File: src/verilog/tipg_pkg.sv
// package for the tacho and index pulse generator
// assumes a single 250 MHz design clock
package tipg_pkg;
  // clock and timing
  localparam int CLK_MHZ = 250;
  localparam int INDEX_LOW_US = 18;
  localparam int INDEX_LOW_CYC = INDEX_LOW_US * CLK_MHZ;
  // watchdog figures, in microseconds and in cycles
  localparam int DELAY_STEP_US = 2;
  localparam int WDOG_US = 4000;
  localparam int DELAY_STEP_CYC = DELAY_STEP_US * CLK_MHZ;
  localparam int WDOG_CYC = WDOG_US * CLK_MHZ;
  // index window in commutation periods, scaled by two (1.5 .. 7.5)
  localparam int WIN_MIN_HALF = 3;
  localparam int WIN_MAX_HALF = 15;
  localparam int WIN_MIN_COMM = (WIN_MIN_HALF + 1) / 2;
  localparam int WIN_MAX_COMM = WIN_MAX_HALF / 2;
  // reset value and state count
  localparam logic TACHO_RST = 1'b1;
  localparam int NUM_STATES = 6;

  // commutation-side inputs, one bundle
  typedef struct packed {
    logic zc_pulse;
    logic zc_falling;
    logic [2:0] comm_state;
    logic emf_wrong;
    logic comm_start;
  } tipg_comm_t;

  typedef enum logic [1:0] {
    TIPG_WD_IDLE,
    TIPG_WD_DELAY,
    TIPG_WD_RUN
  } tipg_wd_state_t;
endpackage

File: src/verilog/tipg_top.sv
// tacho output with once-per-revolution shortened index low phase
// assumes zero-crossing inputs come from commutation logic on ref_clk;
// the index sensor input is asynchronous and is synchronised here
`timescale 1ns/1ns
module tipg_top #(
  parameter int INDEX_CYC = tipg_pkg::INDEX_LOW_CYC,
  parameter int DELAY_CYC = tipg_pkg::DELAY_STEP_CYC,
  parameter int WDOG_CYC = tipg_pkg::WDOG_CYC,
  parameter int WIN_MIN = tipg_pkg::WIN_MIN_COMM,
  parameter int WIN_MAX = tipg_pkg::WIN_MAX_COMM
) (
  // clock and reset
  input wire logic ref_clk,
  input wire logic reset_n,
  // commutation logic
  input wire tipg_pkg::tipg_comm_t comm_in,
  // index pick-up, asynchronous
  input wire logic index_sense_in,
  // host side
  output logic tacho_out,
  output logic combined_speed_out,
  output logic index_pulse,
  // watchdog and illegal-state flag
  output logic stall_pulse,
  output logic timing_busy,
  output logic state_error
);
  localparam int IW = 16;
  localparam int WW = 4;

  initial begin
    if (INDEX_CYC < 1 || INDEX_CYC >= (1 << IW) || WIN_MIN < 1 ||
        WIN_MAX < WIN_MIN || WIN_MAX >= (1 << WW)) begin
      $error("tipg_top: bad parameters");
    end
  end

  // legal commutation state is 1..6
  function automatic logic state_ok(input logic [2:0] s);
    state_ok = (s >= 3'h1) && (s <= 3'(tipg_pkg::NUM_STATES));
  endfunction

  // third phase floats in states 2 and 5 only
  function automatic logic phase3_floats(input logic [2:0] s);
    phase3_floats = (s == 3'h2) || (s == 3'h5);
  endfunction

  logic sense_s1_ff;
  logic sense_s2_ff;
  logic sense_d_ff;
  logic armed_ff;
  logic [WW-1:0] age_ff;
  logic tacho_ff;
  logic short_ff;
  logic [IW-1:0] icnt_ff;
  logic index_ff;
  logic serr_ff;
  logic sense_rise;
  logic zc;
  logic idx_hit;
  logic age_ok;

  // two-stage synchroniser for the pick-up input
  always_ff @(posedge ref_clk) begin
    if (!reset_n) begin
      sense_s1_ff <= 1'b0;
      sense_s2_ff <= 1'b0;
      sense_d_ff <= 1'b0;
    end else begin
      sense_s1_ff <= index_sense_in;
      sense_s2_ff <= sense_s1_ff;
      sense_d_ff <= sense_s2_ff;
    end
  end

  assign sense_rise = sense_s2_ff & ~sense_d_ff;
  assign zc = comm_in.zc_pulse;
  assign age_ok = (age_ff >= WW'(WIN_MIN)) && (age_ff <= WW'(WIN_MAX));
  // a crossing sets the timing, the sensor only selects it
  assign idx_hit = zc & comm_in.zc_falling &
                   phase3_floats(comm_in.comm_state) &
                   armed_ff & age_ok;

  // arm on sensor edge, age in commutation periods
  always_ff @(posedge ref_clk) begin
    if (!reset_n) begin
      armed_ff <= 1'b0;
      age_ff <= '0;
    end else if (sense_rise) begin
      armed_ff <= 1'b1;
      age_ff <= '0;
    end else if (idx_hit) begin
      armed_ff <= 1'b0;
    end else if (armed_ff && comm_in.comm_start) begin
      // too old a sensor edge is dropped, not held over
      if (age_ff == WW'(WIN_MAX)) begin
        armed_ff <= 1'b0;
      end
      age_ff <= age_ff + 1'b1;
    end
  end

  // tacho toggles per crossing, index low cut short by counter
  always_ff @(posedge ref_clk) begin
    if (!reset_n) begin
      tacho_ff <= tipg_pkg::TACHO_RST;
      short_ff <= 1'b0;
      icnt_ff <= '0;
    end else if (short_ff) begin
      // crossings during the short low are ignored, the counter restores the level
      if (icnt_ff == IW'(INDEX_CYC - 1)) begin
        tacho_ff <= 1'b1;
        short_ff <= 1'b0;
        icnt_ff <= '0;
      end else begin
        icnt_ff <= icnt_ff + 1'b1;
      end
    end else if (zc) begin
      tacho_ff <= ~tacho_ff;
      if (tacho_ff && idx_hit) begin
        short_ff <= 1'b1;
        icnt_ff <= '0;
      end
    end
  end

  // index marker pulse, one cycle at the shortened fall
  always_ff @(posedge ref_clk) begin
    if (!reset_n) begin
      index_ff <= 1'b0;
    end else begin
      index_ff <= zc & tacho_ff & idx_hit & ~short_ff;
    end
  end

  // flag an illegal commutation state, 0 or 7
  always_ff @(posedge ref_clk) begin
    if (!reset_n) begin
      serr_ff <= 1'b0;
    end else begin
      serr_ff <= ~state_ok(comm_in.comm_state);
    end
  end

  tipg_watchdog #(
    .DELAY_CYC(DELAY_CYC),
    .WDOG_CYC(WDOG_CYC),
    .CW(32)
  ) u_wd (
    .ref_clk(ref_clk),
    .reset_n(reset_n),
    .comm_start(comm_in.comm_start),
    .emf_wrong(comm_in.emf_wrong),
    .stall_pulse(stall_pulse),
    .timing_busy(timing_busy)
  );

  assign tacho_out = tacho_ff;
  assign combined_speed_out = tacho_ff;
  assign index_pulse = index_ff;
  assign state_error = serr_ff;
endmodule

File: src/verilog/tipg_watchdog.sv
// commutation watchdog: delay step then guarded interval
// assumes start and polarity inputs are already on ref_clk
`timescale 1ns/1ns
module tipg_watchdog #(
  parameter int DELAY_CYC = tipg_pkg::DELAY_STEP_CYC,
  parameter int WDOG_CYC = tipg_pkg::WDOG_CYC,
  parameter int CW = 32
) (
  // clock and reset
  input wire logic ref_clk,
  input wire logic reset_n,
  // commutation side
  input wire logic comm_start,
  input wire logic emf_wrong,
  // result
  output logic stall_pulse,
  output logic timing_busy
);
  initial begin
    if (DELAY_CYC < 1 || WDOG_CYC < 1 || CW < 2) begin
      $error("tipg_watchdog: bad parameters");
    end
  end

  tipg_pkg::tipg_wd_state_t state_ff;
  logic [CW-1:0] cnt_ff;
  logic stall_ff;

  // fast delay step first, then slow watchdog ramp
  always_ff @(posedge ref_clk) begin
    if (!reset_n) begin
      state_ff <= tipg_pkg::TIPG_WD_IDLE;
      cnt_ff <= '0;
      stall_ff <= 1'b0;
    end else begin
      stall_ff <= 1'b0;
      if (comm_start) begin
        state_ff <= tipg_pkg::TIPG_WD_DELAY;
        cnt_ff <= '0;
      end else begin
        unique case (state_ff)
          tipg_pkg::TIPG_WD_IDLE: cnt_ff <= '0;
          tipg_pkg::TIPG_WD_DELAY: begin
            if (cnt_ff == CW'(DELAY_CYC - 1)) begin
              state_ff <= tipg_pkg::TIPG_WD_RUN;
              cnt_ff <= '0;
            end else begin
              cnt_ff <= cnt_ff + 1'b1;
            end
          end
          tipg_pkg::TIPG_WD_RUN: begin
            // correct polarity ends the step at once
            if (!emf_wrong) begin
              state_ff <= tipg_pkg::TIPG_WD_IDLE;
              cnt_ff <= '0;
            end else if (cnt_ff == CW'(WDOG_CYC - 1)) begin
              state_ff <= tipg_pkg::TIPG_WD_IDLE;
              cnt_ff <= '0;
              stall_ff <= 1'b1;
            end else begin
              cnt_ff <= cnt_ff + 1'b1;
            end
          end
          default: state_ff <= tipg_pkg::TIPG_WD_IDLE;
        endcase
      end
    end
  end

  assign stall_pulse = stall_ff;
  assign timing_busy = (state_ff != tipg_pkg::TIPG_WD_IDLE);
endmodule
File: config.mk
export PLATFORM = sky130hd
export DESIGN_NAME = tipg_top
export DESIGN_NICKNAME = d
export VERILOG_FILES = /design/src/verilog/tipg_pkg.sv /design/src/verilog/tipg_top.sv /design/src/verilog/tipg_watchdog.sv
export SDC_FILE = /design/constraint.sdc
export NUM_CORES = 1
export LEC_CHECK = 0
export BUFFER_PORTS_ARGS = -buffer_cell sky130_fd_sc_hd__buf_2
export CORE_ASPECT_RATIO = 1.1
export CORE_UTILIZATION = 55
export DETAILED_ROUTE_END_ITERATION = 8
export MAX_ROUTING_LAYER = met4
export PLACE_DENSITY = 0.78
export SLEW_MARGIN = 5
export SYNTH_ARGS = -nofsm -noshare
export SYNTH_HDL_FRONTEND = slang
export SYNTH_SLANG_ARGS = --single-unit
File: constraint.sdc
create_clock -name ref_clk -period 2.75 [get_ports ref_clk]
set_clock_uncertainty 0.2 [all_clocks]
set_input_delay 0.1375 -clock ref_clk [delete_from_list [all_inputs] [get_ports ref_clk]]
set_output_delay 0.1375 -clock ref_clk [all_outputs]
set_load 0.01 [all_outputs]
# Word level (Yosys, flattened, before mapping)
# Index checks and enable logic that the tools add are counted.
[classes]
addsub = 3
n_lt_le_gt_ge = 4
n_eq_ne = 14
muxes = 25
bitwise_logic = 17
n_reduce_logical = 21
[op_table]
columns = ["op", "n"]
rows = [
  ["32-bit 2-to-1 mux", 3],
  ["32-bit case mux with 3 select lines", 1],
  ["16-bit 2-to-1 mux", 4],
  ["32-bit by 1-bit adder with 32-bit output (second input constant)", 1],
  ["32-bit by 20-bit == test with 1-bit output (second input constant)", 1],
  ["32-bit by 9-bit == test with 1-bit output (second input constant)", 1],
  ["16-bit by 1-bit adder with 16-bit output (second input constant)", 1],
  ["16-bit by 13-bit == test with 1-bit output (second input constant)", 1],
  ["1-bit 2-to-1 mux", 13],
  ["1-bit inverter", 9],
  ["3-bit nonzero test", 3],
  ["1-bit AND", 8],
  ["2-bit AND reduction", 4],
  ["2-bit 2-to-1 mux", 3],
  ["3-bit by 2-bit inequality test with 1-bit output (second input constant)", 2],
  ["2-bit case mux with 3 select lines", 1],
  ["3-bit AND reduction", 2],
  ["2-bit nonzero test", 3],
  ["4-bit by 1-bit adder with 4-bit output (second input constant)", 1],
  ["4-bit by 3-bit == test with 1-bit output (second input constant)", 1],
  ["4-bit by 2-bit greater-or-equal comparator with 1-bit output (second input constant)", 1],
  ["4-bit by 3-bit <= comparator with 1-bit output (second input constant)", 1],
  ["1-bit logical AND", 4],
  ["2-bit by 1-bit inequality test with 1-bit output (second input constant)", 2],
  ["other kinds (12)", 13],
]
[totals]
reg_bits = 63
inputBits = 10
output_inout_bits = 6
wordCells = 98

# Longest topological paths before layout
# Gate-level depths: netlist (run 1).
[logic_depth]
depth_word = 9
depth_mapped = 10
mapped_depth_nobuf = 8

# By module
# A second synthesis (run 1) with hierarchy kept.
[unflattened]
cells_unflattened = 450
area_unflattened_um2 = 3606.0
[by_module_without_submodules]
columns = ["module", "n_inst", "cells_per_inst", "area_per_inst_um2", "seq_area_each_um2"]
rows = [
  ["tipg_watchdog", 1, 276, 2047.0, 700.7],
  ["tipg_top", 1, 174, 1559.0, 560.5],
]

# Least setup slack after synthesis (run 1)
# Ideal clock, no wire load.
[synth_timing]
kind = "register to register"
from = "reg u_wd.cnt_ff[0]"
to = "reg u_wd.cnt_ff[12]"
setup_ns = 0.128
t_arrival_ns = 2.385
required_ns = 2.422
slack_ns = 0.037
stages_incl_launch_ff = 10
path_buffers = 2
period_less_slack_ns = 2.713
cell_sequence = "dfxtp_1 > ha_1 > nand3_1 > or4_1 > o311ai_1 > nand2_1 > clkbuf_1 > buf_2 > a22oi_1 > nor2_1"
[synth_between]
elab_chain_cells = 4
word_cells_on_any_way = 7
cone_classes = "add/sub: 1; eq/ne: 2; mux: 4"
[synth_rtl]
columns = ["element", "line_no", "source"]
rows = [
  ["start, declared", "tipg_watchdog.sv:26", "logic [CW-1:0] cnt_ff;"],
  ["start signal, assigned", "tipg_watchdog.sv:48", "cnt_ff <= cnt_ff + 1'b1;"],
  ["start signal, assigned", "tipg_watchdog.sv:61", "cnt_ff <= cnt_ff + 1'b1;"],
  ["32-bit by 1-bit adder with 32-bit output / 32-bit by 20-bit == test with 1-bit output (equally long branches)", "tipg_watchdog.sv:48, tipg_watchdog.sv:61, tipg_watchdog.sv:56", ""],
  ["32-bit 2-to-1 mux", "tipg_watchdog.sv:56", "end else if (cnt_ff == CW'(WDOG_CYC - 1)) begin"],
  ["32-bit 2-to-1 mux", "tipg_watchdog.sv:53", "if (!emf_wrong) begin"],
  ["32-bit case mux with 3 select lines (*)", "tipg_watchdog.sv:41", "unique case (state_ff)"],
]
# Mark *: on every way between the ends. The rest lies on a longest branch, timed or not.
# A chain may end at the register's enable or synchronous reset.

# Worst setup path in the final report (run 1)
[layout_timing]
from = "reg u_wd.cnt_ff[13]"
to = "reg u_wd.cnt_ff[30]"
# Same word-level chain as after synthesis.

==> results of run 1 <==
-- repair_timing --
action | 4_1_cts | 5_1_grt
hold buffers | 9 | 0
setup endpoints to repair | 0 | 27
endpoints found under the hold margin | 14 | 0
resized for setup | 0 | 13
-- area by class of cell --
class	count	area (µm²)	share of cell area
clock inverter	7	73.8	0.0183
clock buffer	9	124	0.0307
sequential	63	1270	0.314
multi-input combinational	351	2080	0.516
timing repair buffer	48	345	0.0856
inverter	12	45.0	0.0112
tap	77	96.3	0.0239
-- path summary, 6_finish.rpt --
| kind | start | endpoint | slack [ns] |
|---|---|---|---|
| max | u_wd.cnt_ff[13] | u_wd.cnt_ff[30] | 0.10 |
| min | comm_in[1] | u_wd.stall_pulse | 0.02 |
| max reg2reg | u_wd.cnt_ff[13] | u_wd.cnt_ff[30] | 0.10 |
| min reg2reg | sense_s1_ff | sense_s2_ff | 0.24 |
-- placed cells by master (no fill, tap or decap), drive strengths merged, types with 4 or more instances in the layout --
| cell type | synthesis | final |
|---|---|---|
| dfxtp | 63 | 63 |
| nand2 | 59 | 59 |
| nor2 | 41 | 41 |
| buf | 4 | 39 |
| a21oi | 29 | 29 |
| nand3 | 28 | 28 |
| a31oi | 23 | 23 |
| nand4 | 19 | 19 |
| or4 | 15 | 15 |
| o21ai | 14 | 14 |
| nor3 | 13 | 13 |
| inv | 12 | 12 |
| nand3b | 11 | 11 |
| ha | 9 | 9 |
| clkbuf | 21 | 9 |
| dlygate4sd3 | 0 | 9 |
| and3 | 9 | 9 |
| and2 | 7 | 7 |
| nor4 | 7 | 7 |
| or3 | 7 | 7 |
| or2 | 5 | 5 |
| clkinv | 0 | 5 |
| o211ai | 4 | 4 |
| a22oi | 4 | 4 |
| a32oi | 4 | 4 |
| o311ai | 4 | 4 |
-- flip-flops by register name, indices dropped and copies added (netlist names) --
register            count
u_wd.cnt_ff            32
sense_s2_ff             1
armed_ff                1
sense_d_ff              1
combined_speed_out      1
sense_s1_ff             1
state_error             1
index_pulse             1
short_ff                1
u_wd.state_ff           2
icnt_ff                16
u_wd.stall_pulse        1
age_ff                  4
-- through the flow --
stage / area [µm²] / std cells / power (mW) / utilization
2_1_floorplan: 3470 / 451 / 0.998 / -
3_3_place_gp: 3710 / 542 / 1.03 / 0.628
3_5_place_dp: 3710 / 542 / 1.03 / 0.628
4_1_cts: 4000 / 567 / 1.84 / 0.677
5_1_grt: 4030 / 567 / 1.89 / 0.682
6_report: 4030 / 567 / 1.84 / 0.682
-- kinds of logic after synthesis --
group / Yosys count / share of synthesized area
fa+ha+maj: 9 / 0.0325
compound gates: 96 / 0.172
simple gates: 240 / 0.371
flops: 63 / 0.364
mux: 3 / 0.00974
xor+xnor: 3 / 0.00758
buf+inv: 37 / 0.0433
-- critical path: stages, from the launching register on --
cell and delay [ns]:
dfxtp_1 0.41, and3_2 0.26, nand4_4 0.14, or4_4 0.56, or4_1 0.42, or4_1 0.41
a31oi_1 0.18
-- power by group through the flow --
stage	combinational (mW)	clock (mW)	sequential [mW]
floorplan	0.0522	0	0.946
global placement	0.0851	0	0.945
detailed placement	0.0870	0	0.946
CTS	0.0955	0.822	0.925
global route	0.108	0.861	0.926
finish	0.0987	0.813	0.925
-- routing by layer --
layer,GRT usage,vias up
li1,-,1750
met1,0.325,1678
met2,0.496,83
met3,0.0559,26
met4,0.132,0
met5,-,-
==> out/qor.yml, run 1 <==
outcome: "completed"
ys_seq_elements: 63
fmax_mhz: 378
pwr-share-comb: 0.054
min_path_cells: 4
ant_nets: 0
yosysWarnings: 0
power_leakage_nw: 1.43
synth_edf_count: 0
synth_flop_cell: "dfxtp_1"
highest_layer: "met4"
ys_async_sr_fraction: 0
drive_gt1_frac: 0.163
hold_path_class: "primary input to register"
cts_num_sinks: 63
num_antenna_cells: 0
synth_top_area_cell: "dfxtp_1"
crit_arrival_ns: 2.73
grt_max_degree: 29
dp_hpwl_mm: 5.94
drt-total-wl_mm: 8.68
synth.distinct_cells: 49
ys_seq_area_frac: 0.364
whs_ns: 0.0227
start_util: 0.586
synth_area_leaders: "dfxtp_1 36%, nand2_1 6.4%, nor2_1 4.4%, a21oi_1 4.2%, a31oi_1 4.1%"
postSynthCellCount: 451
p_per_area_mw_per_mm2: 455
wirelength_met1_mm: 3.74
clk_pin_slew_ns: 0.08
worstSetupEndpointType: "register"
seqPwrFrac: 0.504
cap_viol_max_count: 0
rsz0062_at_grt: "no"
critPathLaunchType: "register"
fillers: 480
yosys.area.top_type_share: 0.364
routabilityCongestion: 0.849
met2_length_mm: 4.38
viasPerCell: 6.24
met3_length_um: 330
io_pins: 16
ir_drop_mv: 0.316
setup-tns-final_ns: 0
syn2layout_area_growth_pct: 16.3
preCtsSetupSlack_ns: 0.0682
min_period_ns: 2.65
tightest_slew_ns: 0.912
synth_nets: 470
synth_common_cells: "63 x dfxtp_1, 59 x nand2_1, 41 x nor2_1"
syn_area_per_cell_um2: 7.69
design.core.area_mm2: 0.00591
clock-root-buffer: "clkbuf_8"
required_ns: 2.83
p_int_mw: 1.38
critPathKind: "register to register"
cts_tree: "yes"
cts_buffer_depth: 2
dieWidth_um: 77.7
nets: 504
switchingPower_uw: 460
grt_pass1_vias: 3295
wl_per_cell_um: 15.3
antenna_found_initial: 0
power_frac_clock: 0.443
maxSlewViolCount: 0
final-hold-violation-count: 0
period_share: 0.963
grt_pass1_wl_mm: 14.9
finalWorstSetupSlack_ns: 0.102
maxSlewHeadroom: 0.390
p_sw_frac: 0.251
drt_first_pass_iters: 5
crit_path_max_fanout: 6
synth_area_mm2: 0.00347
clock_latency_ns: 0.35
dieArea_mm2: 0.00663
track_usage: 0.290
overflow: 0
die_y_um: 85.3
drt_iter0_drc: 193
num_rows: 29
via_count: 3537
cts_setup_buffers: 0
drc: 0
port_buffers: 15
worstRegToRegCells: 6
yosysMostFrequentCell: "dfxtp_1"
cts_max_level: 3
numCtsBuffers: 9
finalSetupViolations: 0
Power figures use the tool's default switching activity.
==> run 2: changes to the inputs <==
--- a/config.mk
+++ b/config.mk
@@ -6,7 +6,7 @@
 export NUM_CORES = 1
 export LEC_CHECK = 0
 export BUFFER_PORTS_ARGS = -buffer_cell sky130_fd_sc_hd__buf_2
-export CORE_ASPECT_RATIO = 1.1
+export CORE_ASPECT_RATIO = 0.6
 export CORE_UTILIZATION = 55
 export DETAILED_ROUTE_END_ITERATION = 8
 export MAX_ROUTING_LAYER = met4
==> out/qor.yml, run 2 (same netlist as run 1, synthesis figures left out) <==
outcome: "completed"
routabilityCongestion: 0.906  # +6.7%
wl_per_cell_um: 15.4  # +0.76%
track_usage: 0.288  # -0.00144
fmax_mhz: 376  # -0.41%
drt_first_pass_iters: 5  # unchanged
ant_nets: 0  # unchanged
dp_hpwl_mm: 6.01  # +1.3%
grt_pass1_vias: 3061  # -7.1%
dieWidth_um: 105  # +34%
clk_pin_slew_ns: 0.07  # about the same
cts_tree: "yes"
regMostFlops: "u_wd.cnt_ff"
final-hold-violation-count: 0  # unchanged
period_share: 0.967  # +0.00397
clock_latency_ns: 0.36  # about the same
antenna_found_initial: 0  # unchanged
seqPwrFrac: 0.485  # -0.019
finalWorstSetupSlack_ns: 0.0911  # -0.0109 ns
grt_pass1_wl_mm: 14.6  # -1.8%
layout_commonest_cell: "nand2_1"
drt-total-wl_mm: 8.81  # +1.5%
setup-tns-final_ns: 0  # unchanged
largest_register_ffs: 32  # unchanged
cts_max_level: 3  # unchanged
maxSlewViolCount: 0  # unchanged
critPathKind: "register to register"
power_leakage_nw: 1.46  # +1.5%
num_antenna_cells: 0  # unchanged
required_ns: 2.83  # about the same
grt_max_degree: 30  # +3.4%
switchingPower_uw: 445  # -3.3%
design.core.area_mm2: 0.00583  # -1.4%
port_buffers: 15  # unchanged
num_rows: 21  # -28%
drc: 0  # unchanged
dieArea_mm2: 0.00664  # +0.15%
crit_arrival_ns: 2.74  # about the same
io_pins: 16  # unchanged
cts_num_sinks: 63  # unchanged
largest_registers: "u_wd.cnt_ff: 32 flops, icnt_ff: 16 flops, age_ff: 4 flops"
die_y_um: 63.5  # -26%
nets: 505  # +0.20%
pwr-share-comb: 0.053  # about the same
drive_gt1_frac: 0.159  # -0.00441
viasPerCell: 6.26  # +0.28%
worstSetupEndpointType: "register"
syn2layout_area_growth_pct: 17.4
cts_buffer_depth: 2  # unchanged
critPathLaunchType: "register"
p_int_mw: 1.46  # +6.2%
p_total_mw: 1.91  # +3.9%
start_util: 0.595  # +0.00818
min_period_ns: 2.66  # +0.0109 ns
overflow: 0  # unchanged
tightest_slew_ns: 0.913  # +0.000827 ns
preCtsSetupSlack_ns: 0.0449  # -0.0233 ns
finalSetupViolations: 0  # unchanged
drt_iter0_drc: 337  # +75%
layout_common_cells: "59 x nand2_1, 58 x dfxtp_1, 41 x nor2_1"
maxSlewHeadroom: 0.390  # -0.000553
p_sw_frac: 0.233  # -0.0172
crit_path_max_fanout: 6  # unchanged
p_per_area_mw_per_mm2: 468  # +2.9%
via_count: 3572  # +0.99%
power_frac_clock: 0.462  # +0.019
rsz0062_at_grt: "no"
numCtsBuffers: 9  # unchanged
clock-root-buffer: "clkbuf_8"
cap_viol_max_count: 0  # unchanged
hold_path_class: "primary input to register"
ir_drop_mv: 0.367  # +16%
## run 2: worst paths after layout
kind	cells after the start	start	endpoint	slack, ns
setup / recovery	6	u_wd.cnt_ff[10]	u_wd.cnt_ff[30]	0.09
hold / removal	6	comm_in[5]	index_pulse	0.16
setup reg to reg	6	u_wd.cnt_ff[10]	u_wd.cnt_ff[30]	0.09
hold reg to reg	1	sense_s1_ff	sense_s2_ff	0.25
## run 2: power by group through the flow
stage,Combinational (mW),Sequential (mW),Clock (mW)
after floorplan,0.0522,0.946,0
after global placement,0.0877,0.945,0
after CTS,0.0984,0.925,0.897
final,0.101,0.925,0.882
after global routing,0.111,0.925,0.932
after detailed placement,0.0890,0.946,0
## run 2: metal layers
metal  track usage  vias up  wire, µm
met5             -        -         0
met4         0.113        0       124
met3        0.0921       13       872
met2         0.376      159      3490
met1         0.404     1654      4320
li1              -     1746         -
## run 2: through the flow
step / std cells / cell area [µm²] / utilization / hold slack, ns
5_1_grt: 571 / 4070 / 0.698 / 0.161
6_report: 571 / 4070 / 0.698 / 0.158
3_3_place_gp: 546 / 3750 / 0.643 / 0.160
4_1_cts: 571 / 4050 / 0.695 / 0.0987
2_1_floorplan: 451 / 3470 / - / 0.0288
3_5_place_dp: 546 / 3750 / 0.643 / 0.150
## run 2: timing repair
item	4_1_cts	5_1_grt
buffers inserted	0	0
setup endpoints to repair	0	24
resized for setup	0	9
hold buffers	9	0
endpoints found under the hold margin	15	0
## run 2: area by class of cell
| class | count | area [µm²] |
|---|---|---|
| Clock buffer | 9 | 124 |
| Timing Repair Buffer | 49 | 378 |
| Multi-Input combinational cell | 351 | 2070 |
| Inverter | 12 | 45.0 |
| Tap cell | 80 | 100 |
| Clock inverter | 7 | 87.6 |
| Fill cell | 481 | 1760 |
| Sequential cell | 63 | 1270 |
## run 2: worst max-delay path, cell delays in order (launching register included)
cell and delay (ns):
dfxtp_1 0.40, and3_1 0.26, nand4_4 0.15, or4_4 0.56, or4_1 0.42, or4_1 0.41
a31oi_1 0.18
